[src/shared/rcs_pkg.sv]
package rcs_pkg;

	// ****************************************
	// Register offsets
	// ****************************************
	localparam logic [4:0] ADDR_CONFIG     = 5'h00;
	localparam logic [4:0] ADDR_AW_SETUP   = 5'h03;
	localparam logic [4:0] ADDR_RETR_SETUP = 5'h04;
	localparam logic [4:0] ADDR_CHANNEL    = 5'h05;
	localparam logic [4:0] ADDR_SETUP      = 5'h06;
	localparam logic [4:0] ADDR_STATUS     = 5'h07;
	localparam logic [4:0] ADDR_OBSERVE    = 5'h08;
	localparam logic [4:0] ADDR_POWER      = 5'h09;
	localparam logic [4:0] ADDR_PIPE0      = 5'h0a;

	// ****************************************
	// Values after reset
	// ****************************************
	localparam logic [7:0]  CONFIG_RESET  = 8'h08;
	localparam logic [1:0]  AW_RESET      = 2'h3;
	localparam logic [7:0]  RETR_RESET    = 8'h03;
	localparam logic [6:0]  CHANNEL_RESET = 7'h02;
	localparam logic [7:0]  SETUP_RESET   = 8'h0e;
	localparam logic [2:0]  PIPE_EMPTY    = 3'h7;
	localparam logic [39:0] PIPE0_RESET   = 40'he7_e7e7_e7e7;

	// ****************************************
	// Field positions and masks
	// ****************************************
	localparam int SETUP_CARRIER_BIT   = 7;
	localparam int SETUP_RATE_LOW_BIT  = 5;
	localparam int SETUP_PLL_BIT       = 4;
	localparam int SETUP_RATE_HIGH_BIT = 3;
	localparam int SETUP_POWER_LSB     = 1;
	localparam logic [7:0] SETUP_WRITE_MASK = 8'hbe;
	localparam int STATUS_RX_BIT   = 6;
	localparam int STATUS_TX_BIT   = 5;
	localparam int STATUS_RT_BIT   = 4;
	localparam int CONFIG_MASK_RX  = 6;
	localparam int CONFIG_MASK_TX  = 5;
	localparam int CONFIG_MASK_RT  = 4;
	localparam logic [3:0] COUNT_MAX = 4'hf;

	// ****************************************
	// Command prefixes, upper three bits
	// ****************************************
	localparam logic [2:0] CMD_READ  = 3'h0;
	localparam logic [2:0] CMD_WRITE = 3'h1;

	typedef enum logic [1:0] {
		RATE_1M   = 2'h0,
		RATE_2M   = 2'h1,
		RATE_250K = 2'h2
	} rcs_rate_t;

	typedef enum logic [3:0] {
		PH_CMD    = 4'h1,
		PH_READ   = 4'h2,
		PH_WRITE  = 4'h4,
		PH_IGNORE = 4'h8
	} rcs_phase_t;

endpackage

[src/shared/rcs_spi_link_if.sv]
`timescale 1ns/1ps
interface rcs_spi_link_if;
	logic       frame_active;
	logic       byte_done;
	logic [7:0] rx_byte;
	logic [7:0] tx_byte;
	logic       miso;
	logic       miso_oe;

	modport shifter (
		output frame_active,
		output byte_done,
		output rx_byte,
		output miso,
		output miso_oe,
		input  tx_byte
	);

	modport ctrl (
		input  frame_active,
		input  byte_done,
		input  rx_byte,
		input  miso,
		input  miso_oe,
		output tx_byte
	);
endinterface

[src/rtl/rcs_radio_regs.sv]
// Summary of operation
// - Retransmit limit zero disables retries; N allows up to N retries on failed acknowledgment.
// - Seven-bit channel field selects frequency, resets to 2; top bit stays zero.
// - Setup bit 7 turns on continuous carrier transmit; resets to zero.
// - Rate pair decodes 1M, 2M, 250k; high bit ignored while low bit set.
// - Setup bit 4 forces the PLL lock indication, test use, resets zero.
// - Output power field at bits 2:1 selects -18 to 0 dBm, resets 11.
// - Status byte shifts out on MISO while the command byte shifts in.
// - Receive data ready flag sets on new data; host writes one to clear.
// - Data sent flag sets on transmit; with auto acknowledge, only on acknowledgment.
// - Retransmit limit flag sets and blocks traffic until the host clears it.
// - Status bits 3:1 give pending pipe number, 111 when empty; read-only.
// - Status bit 0 reads one while the transmit FIFO is full.
// - Lost packet count at bits 7:4 saturates at 15.
// - Any write to the channel register clears the lost packet count.
// - Retransmit tally at bits 3:0 clears when a new packet starts, unless the retransmit limit flag is set.
// - Power detector at bit 0; bits 7:1 read zero.
// - Pipe 0 address holds 40 bits, resets to E7E7E7E7E7.
// - Address width 01, 10, 11 mean 3, 4, 5 bytes; 00 illegal.
// - Each status flag pulls the interrupt pin low unless its mask bit is set.
`timescale 1ns/1ps
module rcs_radio_regs (
	input  wire logic        clk,
	input  wire logic        arst_n,
	input  wire logic        ce,
	input  wire logic        sck,
	input  wire logic        csn_n,
	input  wire logic        mosi,
	output logic             miso,
	output logic             miso_oe,
	output logic             irq_n,
	input  wire logic        rx_data_arrived,
	input  wire logic        tx_packet_sent,
	input  wire logic        ack_received,
	input  wire logic        ack_missed,
	input  wire logic        new_packet_start,
	input  wire logic        auto_acknowledge,
	input  wire logic [2:0]  rx_pipe_number,
	input  wire logic        tx_fifo_full,
	input  wire logic        power_detect_in,
	output logic [6:0]       radio_channel,
	output logic             continuous_carrier,
	output rcs_pkg::rcs_rate_t data_rate,
	output logic             pll_lock_force,
	output logic [1:0]       output_power_level,
	output logic [39:0]      pipe0_receive_address,
	output logic [1:0]       address_width,
	output logic             retransmit_request,
	output logic             comm_blocked
);

	// ****************************************
	// State
	// ****************************************
	typedef struct packed {
		logic [7:0]          config_reg;
		logic [1:0]          address_width;
		logic [7:0]          retransmit_setup;
		logic [6:0]          radio_channel;
		logic [7:0]          radio_setup;
		logic                receive_data_ready;
		logic                transmit_data_sent;
		logic                retransmit_limit_hit;
		logic [2:0]          pipe_number;
		logic                tx_full;
		logic [3:0]          lost_packet_count;
		logic [3:0]          retransmit_tally;
		logic                power_detect;
		logic [39:0]         pipe0_receive_address;
		rcs_pkg::rcs_phase_t phase;
		logic [4:0]          cmd_addr;
		logic [2:0]          byte_idx;
		logic [7:0]          tx_byte;
		rcs_pkg::rcs_rate_t  data_rate;
		logic                irq_n;
		logic                retransmit_request;
	} rcs_state_t;

	localparam rcs_state_t STATE_RESET = '{
		config_reg:            rcs_pkg::CONFIG_RESET,
		address_width:         rcs_pkg::AW_RESET,
		retransmit_setup:      rcs_pkg::RETR_RESET,
		radio_channel:         rcs_pkg::CHANNEL_RESET,
		radio_setup:           rcs_pkg::SETUP_RESET,
		receive_data_ready:    1'b0,
		transmit_data_sent:    1'b0,
		retransmit_limit_hit:  1'b0,
		pipe_number:           rcs_pkg::PIPE_EMPTY,
		tx_full:               1'b0,
		lost_packet_count:     4'h0,
		retransmit_tally:      4'h0,
		power_detect:          1'b0,
		pipe0_receive_address: rcs_pkg::PIPE0_RESET,
		phase:                 rcs_pkg::PH_CMD,
		cmd_addr:              5'h00,
		byte_idx:              3'h0,
		tx_byte:               8'h00,
		data_rate:             rcs_pkg::RATE_2M,
		irq_n:                 1'b1,
		retransmit_request:    1'b0
	};

	rcs_state_t s;
	rcs_state_t next_s;
	logic [1:0] rst_sync;
	logic       rst_n;

	rcs_spi_link_if link ();

	// ****************************************
	// Helpers
	// ****************************************
	function automatic logic [2:0] width_bytes(input logic [1:0] aw);
		unique case (aw)
			2'h1:    width_bytes = 3'h3;
			2'h2:    width_bytes = 3'h4;
			default: width_bytes = 3'h5;
		endcase
	endfunction

	function automatic rcs_pkg::rcs_rate_t rate_decode(input logic [7:0] setup);
		if (setup[rcs_pkg::SETUP_RATE_LOW_BIT]) begin
			rate_decode = rcs_pkg::RATE_250K;
		end else if (setup[rcs_pkg::SETUP_RATE_HIGH_BIT]) begin
			rate_decode = rcs_pkg::RATE_2M;
		end else begin
			rate_decode = rcs_pkg::RATE_1M;
		end
	endfunction

	function automatic logic [7:0] status_byte(input rcs_state_t st);
		status_byte = {1'b0, st.receive_data_ready, st.transmit_data_sent,
			st.retransmit_limit_hit, st.pipe_number, st.tx_full};
	endfunction

	function automatic logic [7:0] read_byte(
		input rcs_state_t st,
		input logic [4:0] addr,
		input logic [2:0] idx
	);
		read_byte = 8'h00;
		if (addr == rcs_pkg::ADDR_PIPE0) begin
			if (idx < width_bytes(st.address_width)) begin
				read_byte = st.pipe0_receive_address[{idx, 3'h0} +: 8];
			end
		end else if (idx == 3'h0) begin
			unique case (addr)
				rcs_pkg::ADDR_CONFIG:     read_byte = st.config_reg;
				rcs_pkg::ADDR_AW_SETUP:   read_byte = {6'h00, st.address_width};
				rcs_pkg::ADDR_RETR_SETUP: read_byte = st.retransmit_setup;
				rcs_pkg::ADDR_CHANNEL:    read_byte = {1'b0, st.radio_channel};
				rcs_pkg::ADDR_SETUP:      read_byte = st.radio_setup;
				rcs_pkg::ADDR_STATUS:     read_byte = status_byte(st);
				rcs_pkg::ADDR_OBSERVE:    read_byte = {st.lost_packet_count, st.retransmit_tally};
				rcs_pkg::ADDR_POWER:      read_byte = {7'h00, st.power_detect};
				default:                  read_byte = 8'h00;
			endcase
		end
	endfunction

	// ****************************************
	// Reset release
	// ****************************************
	always_ff @(posedge clk or negedge arst_n) begin
		if (!arst_n) begin
			rst_sync <= 2'h0;
		end else begin
			rst_sync <= {rst_sync[0], 1'b1};
		end
	end

	assign rst_n = rst_sync[1];

	rcs_spi_shifter u_shifter (
		.clk   (clk),
		.rst_n (rst_n),
		.ce    (ce),
		.sck   (sck),
		.csn_n (csn_n),
		.mosi  (mosi),
		.link  (link.shifter)
	);

	// ****************************************
	// Next state
	// ****************************************
	always_comb begin
		next_s = s;
		next_s.retransmit_request = 1'b0;
		// Read-only fields track the datapath only, never the host
		next_s.pipe_number = rx_pipe_number;
		next_s.tx_full = tx_fifo_full;
		next_s.power_detect = power_detect_in;

		// Host side: command byte then data bytes
		if (!link.frame_active) begin
			next_s.phase = rcs_pkg::PH_CMD;
			next_s.byte_idx = 3'h0;
			next_s.tx_byte = status_byte(s);
		end else if (link.byte_done) begin
			unique case (s.phase)
				rcs_pkg::PH_CMD: begin
					next_s.cmd_addr = link.rx_byte[4:0];
					next_s.byte_idx = 3'h0;
					if (link.rx_byte[7:5] == rcs_pkg::CMD_READ) begin
						next_s.phase = rcs_pkg::PH_READ;
						next_s.tx_byte = read_byte(s, link.rx_byte[4:0], 3'h0);
					end else if (link.rx_byte[7:5] == rcs_pkg::CMD_WRITE) begin
						next_s.phase = rcs_pkg::PH_WRITE;
						next_s.tx_byte = 8'h00;
					end else begin
						next_s.phase = rcs_pkg::PH_IGNORE;
						next_s.tx_byte = 8'h00;
					end
				end
				rcs_pkg::PH_READ: begin
					if (s.byte_idx != 3'h7) begin
						next_s.byte_idx = s.byte_idx + 3'h1;
					end
					next_s.tx_byte = read_byte(s, s.cmd_addr, next_s.byte_idx);
				end
				rcs_pkg::PH_WRITE: begin
					if (s.byte_idx != 3'h7) begin
						next_s.byte_idx = s.byte_idx + 3'h1;
					end
					next_s.tx_byte = 8'h00;
					unique case (s.cmd_addr)
						rcs_pkg::ADDR_CONFIG: begin
							if (s.byte_idx == 3'h0) begin
								next_s.config_reg = link.rx_byte;
							end
						end
						rcs_pkg::ADDR_AW_SETUP: begin
							// The illegal code is refused so the width stays defined
							if (s.byte_idx == 3'h0 && link.rx_byte[1:0] != 2'h0) begin
								next_s.address_width = link.rx_byte[1:0];
							end
						end
						rcs_pkg::ADDR_RETR_SETUP: begin
							if (s.byte_idx == 3'h0) begin
								next_s.retransmit_setup = link.rx_byte;
							end
						end
						rcs_pkg::ADDR_CHANNEL: begin
							if (s.byte_idx == 3'h0) begin
								next_s.radio_channel = link.rx_byte[6:0];
								next_s.lost_packet_count = 4'h0;
							end
						end
						rcs_pkg::ADDR_SETUP: begin
							if (s.byte_idx == 3'h0) begin
								next_s.radio_setup = link.rx_byte & rcs_pkg::SETUP_WRITE_MASK;
							end
						end
						rcs_pkg::ADDR_STATUS: begin
							if (s.byte_idx == 3'h0) begin
								next_s.receive_data_ready = s.receive_data_ready
									& ~link.rx_byte[rcs_pkg::STATUS_RX_BIT];
								next_s.transmit_data_sent = s.transmit_data_sent
									& ~link.rx_byte[rcs_pkg::STATUS_TX_BIT];
								next_s.retransmit_limit_hit = s.retransmit_limit_hit
									& ~link.rx_byte[rcs_pkg::STATUS_RT_BIT];
							end
						end
						rcs_pkg::ADDR_PIPE0: begin
							// Bytes beyond the set width are dropped
							if (s.byte_idx < width_bytes(s.address_width)) begin
								next_s.pipe0_receive_address[{s.byte_idx, 3'h0} +: 8] = link.rx_byte;
							end
						end
						default: begin
							next_s.cmd_addr = s.cmd_addr;
						end
					endcase
				end
				rcs_pkg::PH_IGNORE: begin
					next_s.tx_byte = 8'h00;
				end
				default: begin
					next_s.phase = rcs_pkg::PH_IGNORE;
				end
			endcase
		end

		// Radio events come after host writes so a set beats a clear
		if (rx_data_arrived) begin
			next_s.receive_data_ready = 1'b1;
		end
		if ((tx_packet_sent && !auto_acknowledge) || (ack_received && auto_acknowledge)) begin
			next_s.transmit_data_sent = 1'b1;
		end
		if (!s.retransmit_limit_hit) begin
			if (new_packet_start) begin
				next_s.retransmit_tally = 4'h0;
			end else if (ack_missed) begin
				if (s.retransmit_tally < s.retransmit_setup[3:0]) begin
					next_s.retransmit_tally = s.retransmit_tally + 4'h1;
					next_s.retransmit_request = 1'b1;
				end else begin
					next_s.retransmit_limit_hit = 1'b1;
					if (next_s.lost_packet_count != rcs_pkg::COUNT_MAX) begin
						next_s.lost_packet_count = next_s.lost_packet_count + 4'h1;
					end
				end
			end
		end

		next_s.data_rate = rate_decode(next_s.radio_setup);
		next_s.irq_n = !((next_s.receive_data_ready && !next_s.config_reg[rcs_pkg::CONFIG_MASK_RX])
			|| (next_s.transmit_data_sent && !next_s.config_reg[rcs_pkg::CONFIG_MASK_TX])
			|| (next_s.retransmit_limit_hit && !next_s.config_reg[rcs_pkg::CONFIG_MASK_RT]));
	end

	always_ff @(posedge clk or negedge rst_n) begin
		if (!rst_n) begin
			s <= STATE_RESET;
		end else if (ce) begin
			s <= next_s;
		end
	end

	// ****************************************
	// Outputs
	// ****************************************
	assign link.tx_byte = s.tx_byte;
	assign miso = link.miso;
	assign miso_oe = link.miso_oe;
	assign irq_n = s.irq_n;
	assign radio_channel = s.radio_channel;
	assign continuous_carrier = s.radio_setup[rcs_pkg::SETUP_CARRIER_BIT];
	assign data_rate = s.data_rate;
	assign pll_lock_force = s.radio_setup[rcs_pkg::SETUP_PLL_BIT];
	assign output_power_level = s.radio_setup[rcs_pkg::SETUP_POWER_LSB +: 2];
	assign pipe0_receive_address = s.pipe0_receive_address;
	assign address_width = s.address_width;
	assign retransmit_request = s.retransmit_request;
	assign comm_blocked = s.retransmit_limit_hit;

endmodule

[src/rtl/rcs_spi_shifter.sv]
`timescale 1ns/1ps
module rcs_spi_shifter (
	input  wire logic         clk,
	input  wire logic         rst_n,
	input  wire logic         ce,
	input  wire logic         sck,
	input  wire logic         csn_n,
	input  wire logic         mosi,
	rcs_spi_link_if.shifter   link
);

	typedef struct packed {
		logic       sck_prev;
		logic       frame_active;
		logic [2:0] bit_cnt;
		logic [7:0] shift_in;
		logic [7:0] shift_out;
		logic       byte_done;
		logic       miso;
		logic       miso_oe;
	} rcs_shift_state_t;

	localparam rcs_shift_state_t SHIFT_RESET = '0;

	rcs_shift_state_t s;
	rcs_shift_state_t next_s;

	// ****************************************
	// Serial shifting, mode 0, MSB first
	// ****************************************
	always_comb begin
		next_s = s;
		next_s.byte_done = 1'b0;
		next_s.sck_prev = sck;
		next_s.frame_active = !csn_n;
		if (csn_n) begin
			next_s.bit_cnt = 3'h0;
			next_s.miso_oe = 1'b0;
		end else if (!s.frame_active) begin
			// First bit goes out as soon as the frame opens
			next_s.shift_out = {link.tx_byte[6:0], 1'b0};
			next_s.miso = link.tx_byte[7];
			next_s.miso_oe = 1'b1;
			next_s.bit_cnt = 3'h0;
		end else if (sck && !s.sck_prev) begin
			next_s.shift_in = {s.shift_in[6:0], mosi};
			next_s.bit_cnt = s.bit_cnt + 3'h1;
			next_s.byte_done = (s.bit_cnt == 3'h7);
		end else if (!sck && s.sck_prev) begin
			if (s.bit_cnt == 3'h0) begin
				next_s.shift_out = {link.tx_byte[6:0], 1'b0};
				next_s.miso = link.tx_byte[7];
			end else begin
				next_s.shift_out = {s.shift_out[6:0], 1'b0};
				next_s.miso = s.shift_out[7];
			end
		end
	end

	always_ff @(posedge clk or negedge rst_n) begin
		if (!rst_n) begin
			s <= SHIFT_RESET;
		end else if (ce) begin
			s <= next_s;
		end
	end

	assign link.frame_active = s.frame_active;
	assign link.byte_done = s.byte_done;
	assign link.rx_byte = s.shift_in;
	assign link.miso = s.miso;
	assign link.miso_oe = s.miso_oe;

endmodule

[config.mk]
export PLATFORM = sky130hd
export DESIGN_NAME = rcs_radio_regs
export DESIGN_NICKNAME = d
export VERILOG_FILES = /design/src/shared/rcs_pkg.sv /design/src/shared/rcs_spi_link_if.sv /design/src/rtl/rcs_radio_regs.sv /design/src/rtl/rcs_spi_shifter.sv
export SDC_FILE = /design/constraint.sdc
export NUM_CORES = 1
export LEC_CHECK = 0
export BUFFER_PORTS_ARGS = -buffer_cell sky130_fd_sc_hd__buf_2
export CORE_MARGIN = 2
export CORE_UTILIZATION = 54
export CTS_CLUSTER_SIZE = 40
export DETAILED_ROUTE_END_ITERATION = 8
export PLACE_DENSITY = 0.77
export REMOVE_ABC_BUFFERS = 1
export SYNTH_ARGS = -nofsm -noshare
export SYNTH_HDL_FRONTEND = slang
export SYNTH_SLANG_ARGS = --single-unit
[constraint.sdc]
create_clock -name clk -period 4.15 [get_ports clk]
set_clock_uncertainty 0.1 [all_clocks]
set_input_delay 0.2075 -clock clk [delete_from_list [all_inputs] [get_ports clk]]
set_output_delay 0.2075 -clock clk [all_outputs]
set_load 0.005 [all_outputs]
==> flow_summary.ini <==
[global_routing]
grt_max_degree = 53
grt_antenna_before_repair = 0
grt_util_all_layers_pct = 28.4
grt_overflow = 0
grt_pass1_wl_mm = 35.3
grt_pass1_vias = 6280

[synth]
async_flop_share_pct = 100
syn_avg_cell_area_um2 = 10.3
synth.yosys.seq_area_share_pct = 41.9
synth_cell_types = 84
ys_seq_elements = 135
synth-edff-count = 0
syn_inst = 799
synth_area_leader_cell = dfrtp_1
synthTopCellsByArea = dfrtp_1 (27%), dfstp_2 (14%), mux2_2 (11%)
synth_top_area_share_pct = 27.5
ys_warn_count = 0
syn_area_mm2 = 0.00820
synthFlopType = dfrtp_1

[route]
ant_nets = 0
drc = 0
drt_iter0_markers = 557
top_layer = met4
wl_met2_mm = 10.4
drt_wl_total_mm = 22.1
first_pass_iters = 6
wl_per_cell_um = 21.7
via_per_inst = 6.39
vias = 6495
wl_met3_mm = 1.59
route.layer.met1.wl_mm = 9.29

[worst_setup_path]
crit_path_start_kind = flip-flop
crit_end = link.tx_byte[2]
path_class = reg -> reg
cp.arrival_ns = 3.37
end_kind = flip-flop
rrSetupSlack_ns = 0.99
critPathMaxFanout = 11
crit_start = s[12]
timing.rr.end = link.tx_byte[2]
worst_ep_required_time_ns = 4.35
r2r_cells = 10
reg2reg_from = s[12]

[sta]
relSlewSlack_pct = 31.2
fmax_mhz = 316
setup_viol = 0
hold_viol_final = 0
worst_pin_slew_ns = 1.03
fin_crit_sh_pct = 76.2
period_minus_slack_ns = 3.16
rsz0062_at_grt = no
tns_ns = 0
maxSlewViolCount = 0
whs_ns = 0.101

[clock_tree]
cts_root_buf = clkbuf_16
postCtsSetupBuffers = 0
clk_pin_slew_ns = 0.06
cts_buffer_depth = 2
numCtsBuffers = 17
cts_max_level = 4
cts_tree = yes
cts_hold_buf = 12
clock_latency_ns = 0.43
cts_resized = 0
cts_sinks = 135

[final_layout]
finalNetCount = 847
fin_cells = 1016
final_area_mm2 = 0.00903
nFillCells = 1253
syn_to_final_growth_pct = 10.1
insertedDiodeCount = 0
drive_gt1_share_pct = 33.5

[power_and_ir_drop]
power_frac_comb_pct = 11.0
clkPwrFrac_pct = 45.2
leakage_uw = 0.00398
seqPwrFrac_pct = 43.7
swShare_pct = 26.9
cellPowerDensity_mw_per_mm2 = 385
power_switching_uw = 935
ir_drop_mv = 0.288
p_int_uw = 2540
power.total_uw = 3480

[hold_path]
min-delay-path-class = in -> reg

[floorplanning]
die_x_um = 127
dieArea_mm2 = 0.0162
die_y_um = 127
start_util_pct = 54.6
io_pins = 77
rows = 45
core-area_mm2 = 0.0150

[placed_design]
dpl.cell_count = 972
port_buffers = 76
place_area_mm2 = 0.00829
gp_congestion = 0.975
post-dp-hpwl_mm = 15.7

[status]
status = completed

[run]
max-cap-violations = 0
## routing by layer
metal	track usage, %	vias to the layer above
li1	-	2901
met1	39.2	3207
met2	43.3	320
met3	6.03	67
met4	12.9	0
met5	0	-
## cell usage after synthesis, types with 3 or more instances
| cell | n |
|---|---|
| dfrtp_1 | 90 |
| mux2_2 | 77 |
| buf_4 | 54 |
| nand2_1 | 50 |
| dfstp_2 | 45 |
| a21oi_1 | 43 |
| o21ai_0 | 41 |
| nor2_1 | 37 |
| clkbuf_1 | 30 |
| inv_1 | 30 |
| mux2i_1 | 25 |
| buf_2 | 17 |
| nand3_1 | 16 |
| a22oi_1 | 15 |
| ha_1 | 15 |
| nor2b_1 | 14 |
| o211ai_1 | 11 |
| nand3b_1 | 9 |
| nor3_1 | 9 |
| mux2_4 | 8 |
| nand2b_1 | 8 |
| a21o_1 | 7 |
| a22o_1 | 7 |
| a31oi_1 | 7 |
| and3_1 | 7 |
| nor3b_1 | 7 |
| o21a_1 | 7 |
| o22ai_1 | 7 |
| a211oi_1 | 6 |
| a32oi_1 | 6 |
| o221ai_1 | 6 |
| a2111oi_0 | 5 |
| and2_1 | 5 |
| mux4_2 | 4 |
| nand4_1 | 4 |
| nor2_2 | 4 |
| a2bb2oi_1 | 3 |
| o21ai_1 | 3 |
| or3_1 | 3 |
## area by class of cell
cell class              count  area, um2  share of cell area (%)
clock buffers              21        470                    5.21
multi-input cells         528       4020                    44.5
inverters                  31        116                    1.29
repair buffers            102        606                    6.71
clock inverters            11        145                    1.61
flip-flops and latches    135       3440                    38.1
well taps                 188        235                    2.61
## flip-flops by register name, summed over array words and instances (netlist names), 2 cells and up
| name | flops |
|---|---|
| rst_sync | 2 |
| s | 45 |
| output_power_level | 2 |
| address_width | 2 |
| link.tx_byte | 8 |
| pipe0_receive_address | 40 |
| radio_channel | 7 |
| u_shifter.link.rx_byte | 8 |
| u_shifter.s | 11 |
## critical path, stage by stage, from the launching register on
cell and delay, ns:
dfrtp_1 0.60, ha_1 0.46, and2_1 0.30, nor2_1 0.08
a21o_1 0.17, ha_1 0.27, o21ai_0 0.07, o211ai_1 0.56
o21ai_0 0.20, a21oi_1 0.14, o21ai_0 0.09
## cells in the final DEF, fill, tap and decap left out, types with 7 or more instances in the layout
master,count
a21o_1,7
a21oi_1,43
a22o_1,7
a22oi_1,15
a31oi_1,7
and3_1,7
buf_2,76
buf_4,14
clkbuf_16,17
dfrtp_1,89
dfstp_2,45
dlygate4sd3_1,12
ha_1,15
inv_1,30
mux2_2,77
mux2_4,8
mux2i_1,25
nand2_1,50
nand2b_1,8
nand3_1,16
nand3b_1,9
nor2_1,37
nor2b_1,14
nor3_1,9
nor3b_1,7
o211ai_1,11
o21a_1,7
o21ai_0,41
o22ai_1,7
## power by group through the flow
| stage | sequential [uW] | clock [uW] | combinational (uW) |
|---|---|---|---|
| after floorplan | 1530 | 0 | 214 |
| after global placement | 1540 | 0 | 364 |
| after detailed placement | 1540 | 0 | 371 |
| after CTS | 1520 | 1590 | 381 |
| after global routing | 1530 | 1640 | 423 |
| final | 1520 | 1570 | 384 |
## how the worst min path moves through the flow
stage | slack, ns | depth (start not counted) | start | to
3_3_place_gp | -0.11 | 1 | arst_n | rst_sync[0]
6_report | 0.10 | 4 | ack_missed | s[68]
5_1_grt | 0.13 | 4 | ack_missed | s[68]
3_5_place_dp | -0.10 | 1 | arst_n | rst_sync[0]
2_1_floorplan | -0.19 | 0 | arst_n | rst_sync[0]
4_1_cts | 0.09 | 4 | ack_missed | s[68]
## cell families (layout without fill, tap and decap cells)
kind of cell | Yosys count | after routing | share of synthesized area [%]
compound gates | 202 | 202 | 16.6
simple gates | 193 | 193 | 13.6
buf+inv | 136 | 165 | 9.14
flops | 135 | 135 | 41.9
mux | 114 | 114 | 16.2
fa+ha+maj | 15 | 15 | 2.29
xor+xnor | 3 | 3 | 0.320
other cells | 1 | 1 | 0.0457
## through the flow
step / worst slack [ns] / utilization, %
3_5_place_dp: 1.05 / 55.2
4_1_cts: 1.02 / 60.1
2_1_floorplan: 0.0889 / -
6_report: 0.986 / 60.1
5_1_grt: 0.725 / 60.1
3_3_place_gp: 1.18 / 55.2
No activity file was read; power rests on OpenSTA's default activity.
